`src/design/spi_unit_pkg.sv`:
```
// package: register map, field positions and constants of the spi unit
package spi_unit_pkg;
  // ********************
  // register byte addresses
  // ********************
  localparam logic [5:0] ADDR_RECEIVE_CONTROL = 6'h00;
  localparam logic [5:0] ADDR_BAUD_DIVISOR_LOW = 6'h04;
  localparam logic [5:0] ADDR_BAUD_DIVISOR_HIGH = 6'h08;
  localparam logic [5:0] ADDR_MODULATION_CONTROL = 6'h0C;
  localparam logic [5:0] ADDR_RECEIVE_BUFFER = 6'h10;
  localparam logic [5:0] ADDR_TRANSMIT_BUFFER = 6'h14;
  localparam logic [5:0] ADDR_MODULE_ENABLE_TWO = 6'h18;
  localparam logic [5:0] ADDR_INTERRUPT_ENABLE_ONE = 6'h1C;
  // unit control (own register): software reset, char length, pin mode
  localparam logic [5:0] ADDR_UNIT_CONTROL = 6'h20;
  // interrupt flag register (status, write one to clear)
  localparam logic [5:0] ADDR_IRQ_FLAGS = 6'h24;
  // ********************
  // field positions
  // ********************
  localparam int BIT_BUS_CONFLICT = 7;
  localparam int BIT_OVERRUN = 5;
  localparam int BIT_SPI_EN_UNIT1 = 4;
  localparam int BIT_SPI_EN_UNIT0 = 0;
  localparam int BIT_TX_IRQ_EN = 7;
  localparam int BIT_RX_IRQ_EN = 6;
  localparam int BIT_TX_FLAG = 7;
  localparam int BIT_RX_FLAG = 6;
  localparam int BIT_SW_RESET = 0;
  localparam int BIT_SS_CONTROL = 1;
  localparam int BIT_CHAR_8BIT = 4;
  // ********************
  // reset values and limits
  // ********************
  localparam logic [7:0] RESET_ZERO = 8'h00;
  localparam logic [7:0] RESET_UNIT_CONTROL = 8'h01;
  localparam logic [15:0] DIVISOR_MIN = 16'h0002;
  localparam logic [3:0] BITS_PER_CHAR = 4'h8;
  localparam logic [3:0] BITS_PER_SHORT_CHAR = 4'h7;
endpackage

```
`src/design/spi_bit_shifter.sv`:
```
// msb-first shift engine driven by a sampled link clock
`timescale 1ns/1ps
module spi_bit_shifter
  import spi_unit_pkg::*;
(
  input wire logic core_clk_i,
  input wire logic reset_n_i,
  input wire logic clk_en_i,
  input wire logic active_i,
  input wire logic sclk_rise_i,
  input wire logic sclk_fall_i,
  input wire logic mosi_i,
  input wire logic load_i,
  input wire logic [7:0] load_data_i,
  input wire logic seven_bit_i,
  output logic miso_o,
  output logic char_done_o,
  output logic [7:0] char_data_o
);
  // ********************
  // state
  // ********************
  typedef struct packed {
    logic [7:0] shift;   // shift register
    logic [3:0] count;   // bits received
    logic done;          // one-cycle completion
    logic [7:0] rx;      // completed character
  } shifter_t;
  shifter_t cur_ff;
  shifter_t nxt_cur;
  logic [3:0] last_bit;  // count of the final bit of a character

  // seven-bit frames end one bit earlier
  assign last_bit = (seven_bit_i ? BITS_PER_SHORT_CHAR : BITS_PER_CHAR)
                    - 4'h1;

  // next state
  always_comb
  begin
    nxt_cur = cur_ff;
    nxt_cur.done = 1'b0;
    if (!active_i)
    begin
      nxt_cur.count = 4'h0;
    end
    if (load_i)
    begin
      nxt_cur.shift = load_data_i;
    end
    else if (active_i && sclk_rise_i)
    begin
      // sample on rising edge, shift msb first
      nxt_cur.shift = {cur_ff.shift[6:0], mosi_i};
      if (cur_ff.count == last_bit)
      begin
        nxt_cur.count = 4'h0;
        nxt_cur.done = 1'b1;
        nxt_cur.rx = {cur_ff.shift[6:0], mosi_i};
      end
      else
      begin
        nxt_cur.count = cur_ff.count + 4'h1;
      end
    end
    if (sclk_fall_i)
    begin
      nxt_cur.shift = nxt_cur.shift; // falling edge changes nothing; data moves on the rising edge
    end
  end

  // register state
  always_ff @(posedge core_clk_i)
  begin
    if (!reset_n_i)
    begin
      cur_ff <= '0;
    end
    else if (clk_en_i)
    begin
      cur_ff <= nxt_cur;
    end
  end

  assign miso_o = cur_ff.shift[7];
  assign char_done_o = cur_ff.done;
  assign char_data_o = cur_ff.rx;
endmodule

```
`src/design/spi_unit.sv`:
```
// spi unit: wishbone registers, flags, interrupts and link sampling
//
// Design decisions made here: the Wishbone interface to the registers and the address map.
`timescale 1ns/1ps
module spi_unit
  import spi_unit_pkg::*;
(
  input wire logic core_clk_i,
  input wire logic reset_n_i,
  input wire logic clk_en_i,
  input wire logic wb_cyc_i,
  input wire logic wb_stb_i,
  input wire logic wb_we_i,
  input wire logic [5:0] wb_adr_i,
  input wire logic [3:0] wb_sel_i,
  input wire logic [31:0] wb_dat_i,
  output logic [31:0] wb_dat_o,
  output logic wb_ack_o,
  input wire logic spi_clk_i,
  input wire logic spi_mosi_i,
  input wire logic slave_select_pin_n_i,
  output logic spi_miso_o,
  output logic spi_miso_oe_o,
  output logic [15:0] baud_divisor_o,
  output logic divisor_valid_o,
  output logic tx_irq_o,
  output logic rx_irq_o,
  output logic irq_o
);
  // ********************
  // state
  // ********************
  typedef struct packed {
    logic [2:0] clk_sync;     // link clock synchroniser + history
    logic [1:0] mosi_sync;    // data synchroniser
    logic [2:0] ss_sync;      // slave select synchroniser + history
    logic bus_conflict_flag;  // sticky conflict
    logic overrun_flag;       // sticky overrun
    logic rx_unread;          // buffer holds unread char
    logic [7:0] receive_buffer;
    logic [7:0] transmit_buffer;
    logic tx_full;            // transmit buffer waiting
    logic tx_load;            // load pulse to shifter
    logic [7:0] baud_divisor_low;
    logic [7:0] baud_divisor_high;
    logic [7:0] modulation_control;
    logic [7:0] module_enable_two;
    logic [7:0] interrupt_enable_one;
    logic [7:0] unit_control;
    logic receive_irq_flag;
    logic transmit_irq_flag;
    logic ack;
    logic [31:0] rdata;
  } regs_t;
  regs_t cur_ff;
  regs_t nxt_cur;

  logic sclk_rise;          // sampled link clock edges
  logic sclk_fall;
  logic ss_fall;            // slave select falling edge
  logic four_pin;           // slave select honoured
  logic unit_on;            // spi enabled and not in reset
  logic selected;           // shifting allowed
  logic char_done;          // character complete pulse
  logic [7:0] char_data;    // completed character
  logic shift_out;          // shifter msb
  logic wb_req;             // new bus request
  logic wr_req;             // write request
  logic rd_req;             // read request
  logic sw_reset;           // software reset bit
  logic [7:0] rx_view;      // buffer as software sees it
  logic [7:0] flags_view;   // irq flag register view
  logic tx_write;           // transmit buffer write taken
  logic rx_read;            // receive buffer read taken
  logic load_ok;            // buffer may move to shifter
  logic seven_bit;          // seven-bit characters selected

  // ********************
  // link decode
  // ********************
  // edges from second flop against the history flop
  assign sclk_rise = cur_ff.clk_sync[1] && !cur_ff.clk_sync[2];
  assign sclk_fall = !cur_ff.clk_sync[1] && cur_ff.clk_sync[2];
  assign ss_fall = !cur_ff.ss_sync[1] && cur_ff.ss_sync[2];
  assign sw_reset = cur_ff.unit_control[BIT_SW_RESET];
  assign four_pin = !cur_ff.unit_control[BIT_SS_CONTROL];
  assign unit_on = cur_ff.module_enable_two[BIT_SPI_EN_UNIT0]
                   && !sw_reset;
  // 3-pin mode ignores slave select
  assign selected = unit_on && (!four_pin || !cur_ff.ss_sync[1]);
  assign wb_req = wb_cyc_i && wb_stb_i && !cur_ff.ack;
  assign wr_req = wb_req && wb_we_i && wb_sel_i[0];
  assign rd_req = wb_req && !wb_we_i;
  // seven-bit mode: msb forced to zero
  assign rx_view = seven_bit
                   ? {1'b0, cur_ff.receive_buffer[6:0]}
                   : cur_ff.receive_buffer;
  assign flags_view = {cur_ff.transmit_irq_flag, cur_ff.receive_irq_flag,
                       6'h00};

  // ********************
  // request decode
  // ********************
  // char length bit low selects seven-bit frames
  assign seven_bit = !cur_ff.unit_control[BIT_CHAR_8BIT];
  assign tx_write = wr_req && wb_adr_i == ADDR_TRANSMIT_BUFFER;
  assign rx_read = rd_req && wb_adr_i == ADDR_RECEIVE_BUFFER;
  // move between characters, or at any time in 3-pin mode; a write landing in the same cycle
  // would otherwise be overwritten before it is sent
  assign load_ok = cur_ff.tx_full && !cur_ff.tx_load && unit_on
                   && !tx_write
                   && (cur_ff.ss_sync[1] || !four_pin || char_done);

  // ********************
  // shift engine
  // ********************
  spi_bit_shifter spi_bit_shifter_inst (
    .core_clk_i(core_clk_i),
    .reset_n_i(reset_n_i),
    .clk_en_i(clk_en_i),
    .active_i(selected),
    .sclk_rise_i(sclk_rise),
    .sclk_fall_i(sclk_fall),
    .mosi_i(cur_ff.mosi_sync[1]),
    .load_i(cur_ff.tx_load),
    .load_data_i(cur_ff.transmit_buffer),
    .seven_bit_i(seven_bit),
    .miso_o(shift_out),
    .char_done_o(char_done),
    .char_data_o(char_data)
  );

  // next state
  always_comb
  begin
    nxt_cur = cur_ff;
    // pins pass two flops before any logic reads them
    nxt_cur.clk_sync = {cur_ff.clk_sync[1:0], spi_clk_i};
    nxt_cur.mosi_sync = {cur_ff.mosi_sync[0], spi_mosi_i};
    nxt_cur.ss_sync = {cur_ff.ss_sync[1:0], slave_select_pin_n_i};
    // ack answers a taken request in the next cycle
    nxt_cur.ack = wb_req;
    // load to the shifter is a one-cycle pulse
    nxt_cur.tx_load = 1'b0;
    // bus read mux
    if (rd_req)
    begin
      unique case (wb_adr_i)
        ADDR_RECEIVE_CONTROL: nxt_cur.rdata = {24'h0,
          cur_ff.bus_conflict_flag, 1'b0, cur_ff.overrun_flag, 5'h00};
        ADDR_BAUD_DIVISOR_LOW: nxt_cur.rdata = {24'h0,
          cur_ff.baud_divisor_low};
        ADDR_BAUD_DIVISOR_HIGH: nxt_cur.rdata = {24'h0,
          cur_ff.baud_divisor_high};
        ADDR_MODULATION_CONTROL: nxt_cur.rdata = {24'h0,
          cur_ff.modulation_control};
        ADDR_RECEIVE_BUFFER: nxt_cur.rdata = {24'h0, rx_view};
        ADDR_TRANSMIT_BUFFER: nxt_cur.rdata = {24'h0,
          cur_ff.transmit_buffer};
        ADDR_MODULE_ENABLE_TWO: nxt_cur.rdata = {24'h0,
          cur_ff.module_enable_two};
        ADDR_INTERRUPT_ENABLE_ONE: nxt_cur.rdata = {24'h0,
          cur_ff.interrupt_enable_one};
        ADDR_UNIT_CONTROL: nxt_cur.rdata = {24'h0, cur_ff.unit_control};
        ADDR_IRQ_FLAGS: nxt_cur.rdata = {24'h0, flags_view};
        default: nxt_cur.rdata = 32'h0000_0000;
      endcase
    end
    // buffer read clears overrun and receive flag
    if (rx_read)
    begin
      nxt_cur.overrun_flag = 1'b0;
      nxt_cur.receive_irq_flag = 1'b0;
      nxt_cur.rx_unread = 1'b0;
    end
    // register writes
    if (wr_req)
    begin
      unique case (wb_adr_i)
        // sticky flags: software may set or clear
        ADDR_RECEIVE_CONTROL:
        begin
          nxt_cur.bus_conflict_flag = wb_dat_i[BIT_BUS_CONFLICT];
          nxt_cur.overrun_flag = wb_dat_i[BIT_OVERRUN];
        end
        ADDR_BAUD_DIVISOR_LOW: nxt_cur.baud_divisor_low = wb_dat_i[7:0];
        ADDR_BAUD_DIVISOR_HIGH: nxt_cur.baud_divisor_high = wb_dat_i[7:0];
        ADDR_MODULATION_CONTROL: nxt_cur.modulation_control = wb_dat_i[7:0];
        // new character: buffer no longer empty
        ADDR_TRANSMIT_BUFFER:
        begin
          nxt_cur.transmit_buffer = wb_dat_i[7:0];
          nxt_cur.transmit_irq_flag = 1'b0;
          nxt_cur.tx_full = 1'b1;
        end
        ADDR_MODULE_ENABLE_TWO: nxt_cur.module_enable_two = wb_dat_i[7:0];
        ADDR_INTERRUPT_ENABLE_ONE:
          nxt_cur.interrupt_enable_one = wb_dat_i[7:0];
        // software reset, pin mode and char length
        ADDR_UNIT_CONTROL: nxt_cur.unit_control = wb_dat_i[7:0];
        ADDR_IRQ_FLAGS:
        begin
          // write one to clear
          if (wb_dat_i[BIT_TX_FLAG])
            nxt_cur.transmit_irq_flag = 1'b0;
          if (wb_dat_i[BIT_RX_FLAG])
            nxt_cur.receive_irq_flag = 1'b0;
        end
        // unmapped write: ignored
        default: nxt_cur.rdata = cur_ff.rdata;
      endcase
    end
    // transmit buffer moves to shifter when no character is in flight, or at once in 3-pin mode
    if (load_ok)
    begin
      nxt_cur.tx_full = 1'b0;
      nxt_cur.tx_load = 1'b1;
    end
    // buffer empty: transmit flag set, hardware set wins
    if (!nxt_cur.tx_full && nxt_cur.tx_load)
    begin
      nxt_cur.transmit_irq_flag = 1'b1;
    end
    // character complete
    if (char_done)
    begin
      // previous character still unread
      if (cur_ff.rx_unread)
      begin
        nxt_cur.overrun_flag = 1'b1;
      end
      nxt_cur.receive_buffer = char_data;
      nxt_cur.rx_unread = 1'b1;
      nxt_cur.receive_irq_flag = 1'b1;
    end
    // slave select falls in four-pin mode
    if (ss_fall && four_pin && unit_on)
    begin
      nxt_cur.bus_conflict_flag = 1'b1;
    end
    // software reset holds overrun clear
    if (sw_reset)
    begin
      nxt_cur.overrun_flag = 1'b0;
      nxt_cur.rx_unread = 1'b0;
      nxt_cur.tx_full = 1'b0;
      nxt_cur.transmit_irq_flag = 1'b1;
    end
  end

  // register state
  always_ff @(posedge core_clk_i)
  begin
    if (!reset_n_i)
    begin
      // everything not named below clears
      cur_ff <= '0;
      // idle levels: link clock low, select high, no false edge
      cur_ff.clk_sync <= 3'h0;
      cur_ff.ss_sync <= 3'h7;
      cur_ff.unit_control <= RESET_UNIT_CONTROL;
      cur_ff.transmit_irq_flag <= 1'b1;
      cur_ff.module_enable_two <= RESET_ZERO;
      cur_ff.interrupt_enable_one <= RESET_ZERO;
    end
    else if (clk_en_i)
    begin
      cur_ff <= nxt_cur;
    end
  end

  // ********************
  // outputs
  // ********************
  // bus answer
  assign wb_ack_o = cur_ff.ack;
  assign wb_dat_o = cur_ff.rdata;
  // link pins
  assign spi_miso_o = shift_out;
  assign spi_miso_oe_o = selected;
  // combined divisor and its legality
  assign baud_divisor_o = {cur_ff.baud_divisor_high,
                           cur_ff.baud_divisor_low};
  assign divisor_valid_o = baud_divisor_o >= DIVISOR_MIN;
  // interrupt requests: flag and enable
  assign tx_irq_o = cur_ff.transmit_irq_flag
                    && cur_ff.interrupt_enable_one[BIT_TX_IRQ_EN];
  assign rx_irq_o = cur_ff.receive_irq_flag
                    && cur_ff.interrupt_enable_one[BIT_RX_IRQ_EN];
  assign irq_o = tx_irq_o || rx_irq_o;
endmodule

```
`config.mk`:
```
export PLATFORM = sky130hd
export DESIGN_NAME = spi_unit
export DESIGN_NICKNAME = d
export VERILOG_FILES = /design/src/design/spi_unit_pkg.sv /design/src/design/spi_bit_shifter.sv /design/src/design/spi_unit.sv
export SDC_FILE = /design/constraint.sdc
export NUM_CORES = 1
export LEC_CHECK = 0
export BUFFER_PORTS_ARGS = -buffer_cell sky130_fd_sc_hd__buf_4
export CAP_MARGIN = 20
export CORE_MARGIN = 1.5
export CORE_UTILIZATION = 55
export CTS_CLUSTER_SIZE = 30
export DETAILED_ROUTE_END_ITERATION = 8
export GPL_TIMING_DRIVEN = 0
export PLACE_DENSITY = 0.82
export SLEW_MARGIN = 0
export SYNTH_ARGS = -nofsm -noshare
export SYNTH_HDL_FRONTEND = slang
export SYNTH_SLANG_ARGS = --single-unit
```
`constraint.sdc`:
```
create_clock -name core_clk_i -period 2.3 [get_ports core_clk_i]
set_input_delay 0.345 -clock core_clk_i [delete_from_list [all_inputs] [get_ports core_clk_i]]
set_output_delay 0.345 -clock core_clk_i [all_outputs]
set_load 0.02 [all_outputs]
```
; Word level (Yosys, flattened, before mapping)
; Cells that the tools add are included.
[totals]
register_bits = 133
output_inout_bits = 55
wordCells = 128
[classes]
add_sub_neg = 2
order_cmp = 1
eq_ne = 12
muxes = 32
n_bitwise = 1
n_reduce_logical = 56
[ops]
columns = op, count
row1 = 32-bit two-way mux, 3
row2 = 8-bit case mux with 10 select lines, 1
row3 = 6-bit by 5-bit equality test with 1-bit output (second input constant), 4
row4 = 3-bit AND reduction, 8
row5 = 1-bit logical AND, 21
row6 = 21-bit two-way mux, 1
row7 = 16-bit by 2-bit greater-or-equal comparator with 1-bit output (second input constant), 1
row8 = 8-bit two-way mux, 2
row9 = 13-bit two-way mux, 1
row10 = 6-bit by 4-bit equality test with 1-bit output (second input constant), 2
row11 = 6-bit equality test (second input constant), 2
row12 = 1-bit two-way mux, 12
row13 = 2-bit two-way mux, 6
row14 = 4-bit two-way mux, 3
row15 = 10-bit two-way mux, 1
row16 = 1-bit zero test, 9
row17 = 9-bit two-way mux, 1
row18 = 9-bit OR reduction, 1
row19 = 2-bit AND reduction, 4
row20 = 4-bit AND reduction, 2
row21 = 6-bit by 3-bit equality test with 1-bit output (second input constant), 1
row22 = 6-bit zero test, 1
row23 = 2-bit nonzero test, 3
row24 = 3-bit nonzero test, 2
row25 = 9 further kinds, 12

; Depth between registers and ports, before layout
; Gate-level depths: netlist of the first run.
[depth]
word_depth = 13
mapped_depth = 6
mapped_depth_nobuf = 4

; Cells and area by module
; From an unflattened synthesis of the first run, not the netlist that was laid out.
[unflattened]
hier_cells = 588
area_unflattened_um2 = 5649.2
[by_module_without_submodules]
columns = mod, instances, cells_per_inst, area_each_um2, seq_area_each_um2
row1 = spi_unit, 1, 471, 4623.2, 1761.7
row2 = spi_bit_shifter, 1, 117, 1026.0, 420.4

; Least setup slack after synthesis of the first run
; No wires, ideal clock.
[synth_path]
kind = input port to flip-flop
start = in wb_adr_i[5]
end = reg cur_ff, in the netlist baud_divisor_o[5]
setup_time_ps = 128
arrival_time_ps = 1728
required_ps = 2172
slack_ps = 444
path_stages = 5
path_buffers = 1
cell_sequence = or4_1 -> buf_2 -> nor4_4 -> mux2i_1 -> nor2_1
[synth_between]
elab_chain_len = 2
[synth_lines]
columns = element, line_no
row1 = start: declaration, spi_unit.sv:14  ; input wire logic [5:0] wb_adr_i,
row2 = 6-bit by 3-bit equality test with 1-bit output, spi_unit.sv:179  ; unique case (wb_adr_i)
row3 = 3-bit AND reduction (no line), --
row4 = end signal: assignment, spi_unit.sv:268  ; cur_ff <= nxt_cur;
row5 = end: declaration, spi_unit.sv:55  ; regs_t cur_ff;
; No other way between the ends.
; A chain may end at the register's enable or synchronous reset.

; Worst setup path after layout of the first run
[layout_path]
start = reg cur_ff[110] in the netlist's numbering
end = reg spi_bit_shifter_inst.cur_ff, in the netlist spi_bit_shifter_inst.char_data_o[0]
[layout_between]
elab_chain_len = 3
[layout_lines]
columns = element, line_no
row1 = 1-bit logical AND, spi_unit.sv:82  ; assign sclk_rise = cur_ff.clk_sync[1] && !cur_ff.clk_sync[2];
row2 = 1-bit logical AND, spi_bit_shifter.sv:50  ; else if (active_i && sclk_rise_i)
row3 = 4-bit AND reduction (no line), --
row4 = end signal: assignment, spi_bit_shifter.sv:80  ; cur_ff <= nxt_cur;
row5 = end: declaration, spi_bit_shifter.sv:29  ; shifter_t cur_ff;
; No other way between the ends.

==> results of run 1 <==
==> stage by stage <==
step / cell area (um^2) / hold WS, ns / setup slack, ns / util, %
final: 6250 / 0.181 / 0.135 / 66.6
after global routing: 6250 / 0.187 / 0.0221 / 66.6
after CTS: 6240 / 0.183 / 0.152 / 66.6
after detailed placement: 6010 / 0.446 / -0.0852 / 64.1
after global placement: 6010 / 0.440 / -0.0413 / 64.1
after floorplan: 5460 / 0.428 / 0.444 / -
==> synth_stat cells, types with 5 or more instances <==
cell type,count,area [um^2]
nor2b_1,7,43.8
buf_2,11,55.1
and2_1,6,37.5
o21ai_0,16,80.1
mux2_2,8,90.1
buf_4,48,360
a22oi_1,12,90.1
nand3_1,17,85.1
nor4_1,6,37.5
a22o_1,6,52.6
mux4_2,6,135
nand3b_1,5,37.5
nor2_1,41,154
a31oi_1,7,43.8
nand2_1,79,297
clkbuf_1,25,93.8
nand2b_1,6,37.5
dfxtp_1,109,2180
a211oi_1,6,45.0
a21oi_1,30,150
nor3_1,8,40.0
mux2i_1,70,701
==> cell type report <==
cell class              instances  area share [%]
multi-input cells             420            43.9
flip-flops and latches        109            34.9
plain buffers                  87            8.33
repair buffers                 53            6.37
well taps                     129            2.58
clock buffers                  10            2.20
clock inverters                 6            1.46
inverters                       3           0.180
==> per-layer routing <==
metal | up-vias | track usage, % | part of all wire (%)
li1 | 2222 | - | -
met1 | 2279 | 39.1 | 43
met2 | 256 | 46.8 | 46
met3 | 33 | 3.90 | 8.0
met4 | 0 | 10.6 | 2.8
met5 | - | 0 | 0
==> worst paths after layout <==
path | endpoint | slack [ns] | cells after the start
max | spi_bit_shifter_inst.char_data_o[0] | 0.14 | 5
min | cur_ff[104] | 0.18 | 3
max reg2reg | spi_bit_shifter_inst.char_data_o[0] | 0.14 | 5
min reg2reg | cur_ff[44] | 0.47 | 2
==> logic make-up (layout without fill, tap and decap cells) <==
logic type      after synthesis  in the layout  synth area share (%)
simple gates                203            203                  18.6
flops                       109            109                  40.6
compound gates              106            106                  12.9
buf+inv                      90            159                  9.90
mux                          85             85                  17.4
fa+ha+maj                     1              1                 0.233
other cells                   1             24                0.0698
xor+xnor                      1              1                 0.163
==> worst register-to-register path, delay by kind of cell (launching register included) <==
| kind | cells | cell delay [ns] |
|---|---|---|
| AOI/OAI and AO/OA | 1 | 0.15 |
| buffers and inverters | 1 | 0.46 |
| DFF | 1 | 0.40 |
| and+or+nand+nor | 3 | 1.07 |
==> sequential cells by signal, indices dropped and copies added (netlist names) <==
| name | flops |
|---|---|
| wb_ack_o | 1 |
| wb_dat_o | 8 |
| spi_bit_shifter_inst.char_data_o | 8 |
| spi_bit_shifter_inst.char_done_o | 1 |
| baud_divisor_o | 16 |
| cur_ff | 63 |
| spi_bit_shifter_inst.miso_o | 1 |
| spi_bit_shifter_inst.cur_ff | 11 |
==> power breakdown <==
part           total, mW  switching [mW]  internal [mW]
sequential          1.90         0.00521           1.89
clock               1.34           0.683          0.654
combinational      0.289           0.190         0.0984
==> results.py, run 1 <==
metrics = {
    "cts": {
        "post_cts_buffers": 0,
        "hold_buffers": 0,
        "clockBufferDepth": 2,
        "post_cts_resized": 0,
        "cts.sinks": 109,
        "htreeDepth": 3,
        "clk_pin_slew_worst_paths_ns": 0.11,
        "cts_root_buf": "clkbuf_8",
        "cts_tree": "built",
        "cts_made_buffers": 9,
        "worstSkewPairLatency_ns": 0.37,
    },
    "placed_design": {
        "numPortBuffers": 52,
        "place_congestion": 0.881,
        "dp_cells": 800,
        "dpl.hpwl_um": 10900,
    },
    "synth": {
        "syn-cell-area_mm2": 0.00537,
        "ys_seq_elements": 109,
        "yosysUniqueCellTypes": 61,
        "avgSynthCellArea_um2": 9.01,
        "ys_async_sr_fraction_pct": 0,
        "ys.flop_type": "dfxtp_1",
        "yosysWarnings": 0,
        "synth-edff-count": 0,
        "yosysSeqAreaShare_pct": 40.6,
        "netlist_instances": 596,
    },
    "pwr": {
        "p_leak_nw": 2.38,
        "p_per_area_mw_per_mm2": 564,
        "irDropWorstVdd_mv": 0.330,
        "totalPowerFinal_mw": 3.52,
    },
    "critical_path": {
        "worstPathRequired_ns": 2.60,
        "critical_path.reg2reg.startpoint": "cur_ff[110]",
        "cp_max_fo": 10,
        "crit_path_end_kind": "flop",
        "cp_slowest_cell": "nor4_1",
        "slowest_delay_ns": 0.51,
        "critPathBufInv": 1,
        "critPathKind": "reg -> reg",
        "crit_arrival_ns": 2.46,
        "path_cells": "or3b_1 -> nor4_1 -> clkbuf_1 -> nand3_1 -> a21oi_1",
        "setup.worst_path.start": "cur_ff[110]",
        "start_kind": "flop",
        "path_delay_family": "simple AND/OR/NAND/NOR gates",
    },
    "global_route": {
        "antenna_found_initial": 0,
        "grt_max_degree": 19,
        "grt_pass1_wl_um": 22700,
        "grt_pass1_vias": 4354,
        "grt_overflow": 0,
        "grt.total_usage_pct": 28.7,
    },
    "timing": {
        "fin_crit_sh_pct": 94.1,
        "finalSetupTns_ns": 0,
        "slew_headroom_pct": 33.7,
        "clock.fmax_mhz": 462,
        "maxSlewViolCount": 0,
        "setup_viol": 0,
        "rsz0062_at_grt": "false",
        "period_needed_ns": 2.16,
        "tightest_slew_ns": 0.987,
        "finalHoldViolCount": 0,
        "finClkSkew_ns": 0.0130,
    },
    "routing": {
        "drt-total-wl_um": 14800,
        "wire_per_inst_um": 18.2,
        "drtIter0Drc": 436,
        "antenna_left": 0,
        "dr_total_vias": 4790,
        "via_per_inst": 5.86,
        "route.detailed.drc": 0,
        "drt_pass1_iterations": 5,
    },
    "cells_and_area": {
        "multiInputGateArea_mm2": 0.00274,
        "diodes": 0,
        "regArea_mm2": 0.00218,
        "final_cell_mix": "dfxtp_1 (109), buf_4 (100), nand2_1 (79)",
        "area_growth_pct": 16.3,
        "fillers": 817,
        "instances_no_fill": 817,
        "final_common_cell": "dfxtp_1",
        "fin_nets": 735,
        "drive_above_1_share_pct": 21.7,
    },
    "floorplan": {
        "core_area_mm2": 0.00937,
        "ioPinCount": 106,
        "start_util_pct": 57.3,
        "die_w_um": 102,
        "die-area_mm2": 0.0104,
        "row_count": 35,
        "die_y_um": 102,
    },
    "outcome": {
        "status": "finished clean",
    },
    "min_path": {
        "min_from": "slave_select_pin_n_i",
        "hp-class": "in -> reg",
    },
    "job": {
        "max-cap-violations": 0,
    },
}
(Power assumes the default switching activity.)
==> run 2, diff against run 1 <==
--- a/config.mk
+++ b/config.mk
@@ -7,12 +7,15 @@
 export LEC_CHECK = 0
 export BUFFER_PORTS_ARGS = -buffer_cell sky130_fd_sc_hd__buf_4
 export CAP_MARGIN = 20
+export CELL_PAD_IN_SITES_DETAIL_PLACEMENT = 0
+export CELL_PAD_IN_SITES_GLOBAL_PLACEMENT = 2
 export CORE_MARGIN = 1.5
-export CORE_UTILIZATION = 55
+export CORE_UTILIZATION = 34
+export CTS_BUF_LIST = sky130_fd_sc_hd__clkbuf_8
 export CTS_CLUSTER_SIZE = 30
 export DETAILED_ROUTE_END_ITERATION = 8
 export GPL_TIMING_DRIVEN = 0
-export PLACE_DENSITY = 0.82
+export PLACE_DENSITY = 0.83
 export SLEW_MARGIN = 0
 export SYNTH_ARGS = -nofsm -noshare
 export SYNTH_HDL_FRONTEND = slang
==> run 2 against run 1 <==
Clock power is 7% lower. Total power is 2.6% lower. Global-route usage is 9.0 points lower.
==> results.py, run 2 (synthesis gave the netlist of run 1 again) <==
metrics = {
    "floorplan": {
        "core_area_mm2": 0.0153,
        "row_count": 45,
        "die_y_um": 129,
        "start_util_pct": 35.1,
        "ioPinCount": 106,
        "die_w_um": 129,
        "die-area_mm2": 0.0166,
    },
    "cells_and_area": {
        "drive_above_1_share_pct": 21.8,
        "area_growth_pct": 18.0,
        "final_cell_mix": "dfxtp_1 (109), buf_4 (101), nand2_1 (79)",
        "final_common_cell": "dfxtp_1",
        "instances_no_fill": 900,
        "fin_nets": 736,
        "fillers": 1587,
        "diodes": 0,
        "largest_register_ffs": 63,
        "largest-register": "cur_ff",
    },
    "cts": {
        "post_cts_resized": 0,
        "cts_made_buffers": 9,
        "cts.sinks": 109,
        "clockBufferDepth": 2,
        "htreeDepth": 3,
        "worstSkewPairLatency_ns": 0.40,
        "clk_pin_slew_worst_paths_ns": 0.11,
        "cts_root_buf": "clkbuf_8",
        "hold_buffers": 0,
        "cts_tree": "built",
        "post_cts_buffers": 0,
    },
    "routing": {
        "wire_per_inst_um": 17.5,
        "dr_total_vias": 4553,
        "via_per_inst": 5.06,
        "drt-total-wl_um": 15800,
        "drtIter0Drc": 322,
        "met1_length_um": 7210,
        "antenna_left": 0,
        "top_layer": "met4",
        "met3_wirelength_um": 652,
        "route.detailed.drc": 0,
        "wl_met2_um": 7390,
        "drt_pass1_iterations": 5,
    },
    "timing": {
        "setup_viol": 0,
        "rsz0062_at_grt": "false",
        "fin_crit_sh_pct": 93.2,
        "period_needed_ns": 2.14,
        "slew_headroom_pct": 31.8,
        "setup_ws_ns": 0.156,
        "worst_hold_slack_ns": 0.159,
        "finalHoldViolCount": 0,
        "clock.fmax_mhz": 466,
        "tightest_slew_ns": 1.02,
        "finClkSkew_ns": 0.0111,
        "maxSlewViolCount": 0,
    },
    "pwr": {
        "p_leak_nw": 2.36,
        "irDropWorstVdd_mv": 0.274,
        "p_per_area_mw_per_mm2": 542,
    },
    "global_route": {
        "grt_overflow": 0,
        "grt.total_usage_pct": 19.7,
        "antenna_found_initial": 0,
        "grt_max_degree": 18,
        "grt_pass1_vias": 4287,
        "grt_pass1_wl_um": 24500,
    },
    "critical_path": {
        "worstPathRequired_ns": 2.60,
        "r2r_setup_slack_ns": 0.16,
        "crit_arrival_ns": 2.44,
        "cp_max_fo": 8,
        "reg2regPathDepth": 4,
        "start_kind": "flop",
        "critPathKind": "reg -> reg",
        "crit_path_end_kind": "flop",
    },
    "placed_design": {
        "dp_slack_ns": -0.0391,
        "place_congestion": 0.888,
        "numPortBuffers": 52,
        "dp_cells": 883,
        "dpl.hpwl_um": 12100,
    },
    "min_path": {
        "hp-class": "in -> reg",
        "hold_path_depth": 3,
    },
    "job": {
        "max-cap-violations": 0,
    },
    "outcome": {
        "status": "finished clean",
    },
}
==> run 2: cell types whose count changed in the layout (fill, tap and decap cells not counted), sizes merged <==
cell      change
inv           -3
clkinvlp      +2
buf           +1
bufinv        -1
clkbuf        +1
clkinv        +1
==> run 2: cell type report <==
type,instances,area [um^2],area share [%]
tap,211,264,4.16
timing repair buffer,54,402,6.34
clock inverter,5,58.8,0.928
clock buffer,11,151,2.39
buffer,87,520,8.21
inverter,3,11.3,0.178
sequential,109,2180,34.4
multi-input combinational,420,2750,43.4
==> run 2: path summary, 6_finish.rpt <==
path	start	end
hold reg to reg	spi_bit_shifter_inst.char_data_o[5]	cur_ff[98]
setup reg to reg	cur_ff[110]	spi_bit_shifter_inst.miso_o
hold / removal	slave_select_pin_n_i	cur_ff[104]
setup / recovery	cur_ff[110]	spi_bit_shifter_inst.miso_o
==> run 2: metal layers <==
metal / global-route usage, % / vias up
li1: - / 2231
met2: 32.1 / 119
met1: 25.5 / 2177
met3: 3.49 / 26
met5: 0 / -
met4: 8.99 / 0
==> run 2: critical path, stage by stage, from the launching register on <==
cell,delay [ns]
dfxtp_1,0.39
or3b_1,0.39
nor3_1,0.79
a22oi_1,0.17
a211oi_1,0.30
==> run 2: power by group <==
| group | switching [mW] | total, mW | internal (mW) |
|---|---|---|---|
| clock network | 0.683 | 1.25 | 0.563 |
| logic | 0.192 | 0.290 | 0.0984 |
| registers | 0.00495 | 1.90 | 1.89 |
| total | 0.880 | 3.43 | 2.55 |
==> run 2: stage by stage <==
stage	setup TNS (ns)	total power [mW]	utilization, %	instance area, um^2
floorplan	0	2.13	-	5460
global placement	-0.133	2.23	39.9	6110
detailed placement	-0.173	2.23	40.0	6120
CTS	0	3.47	41.3	6330
global route	0	3.55	41.4	6340
finish	0	3.43	41.4	6340
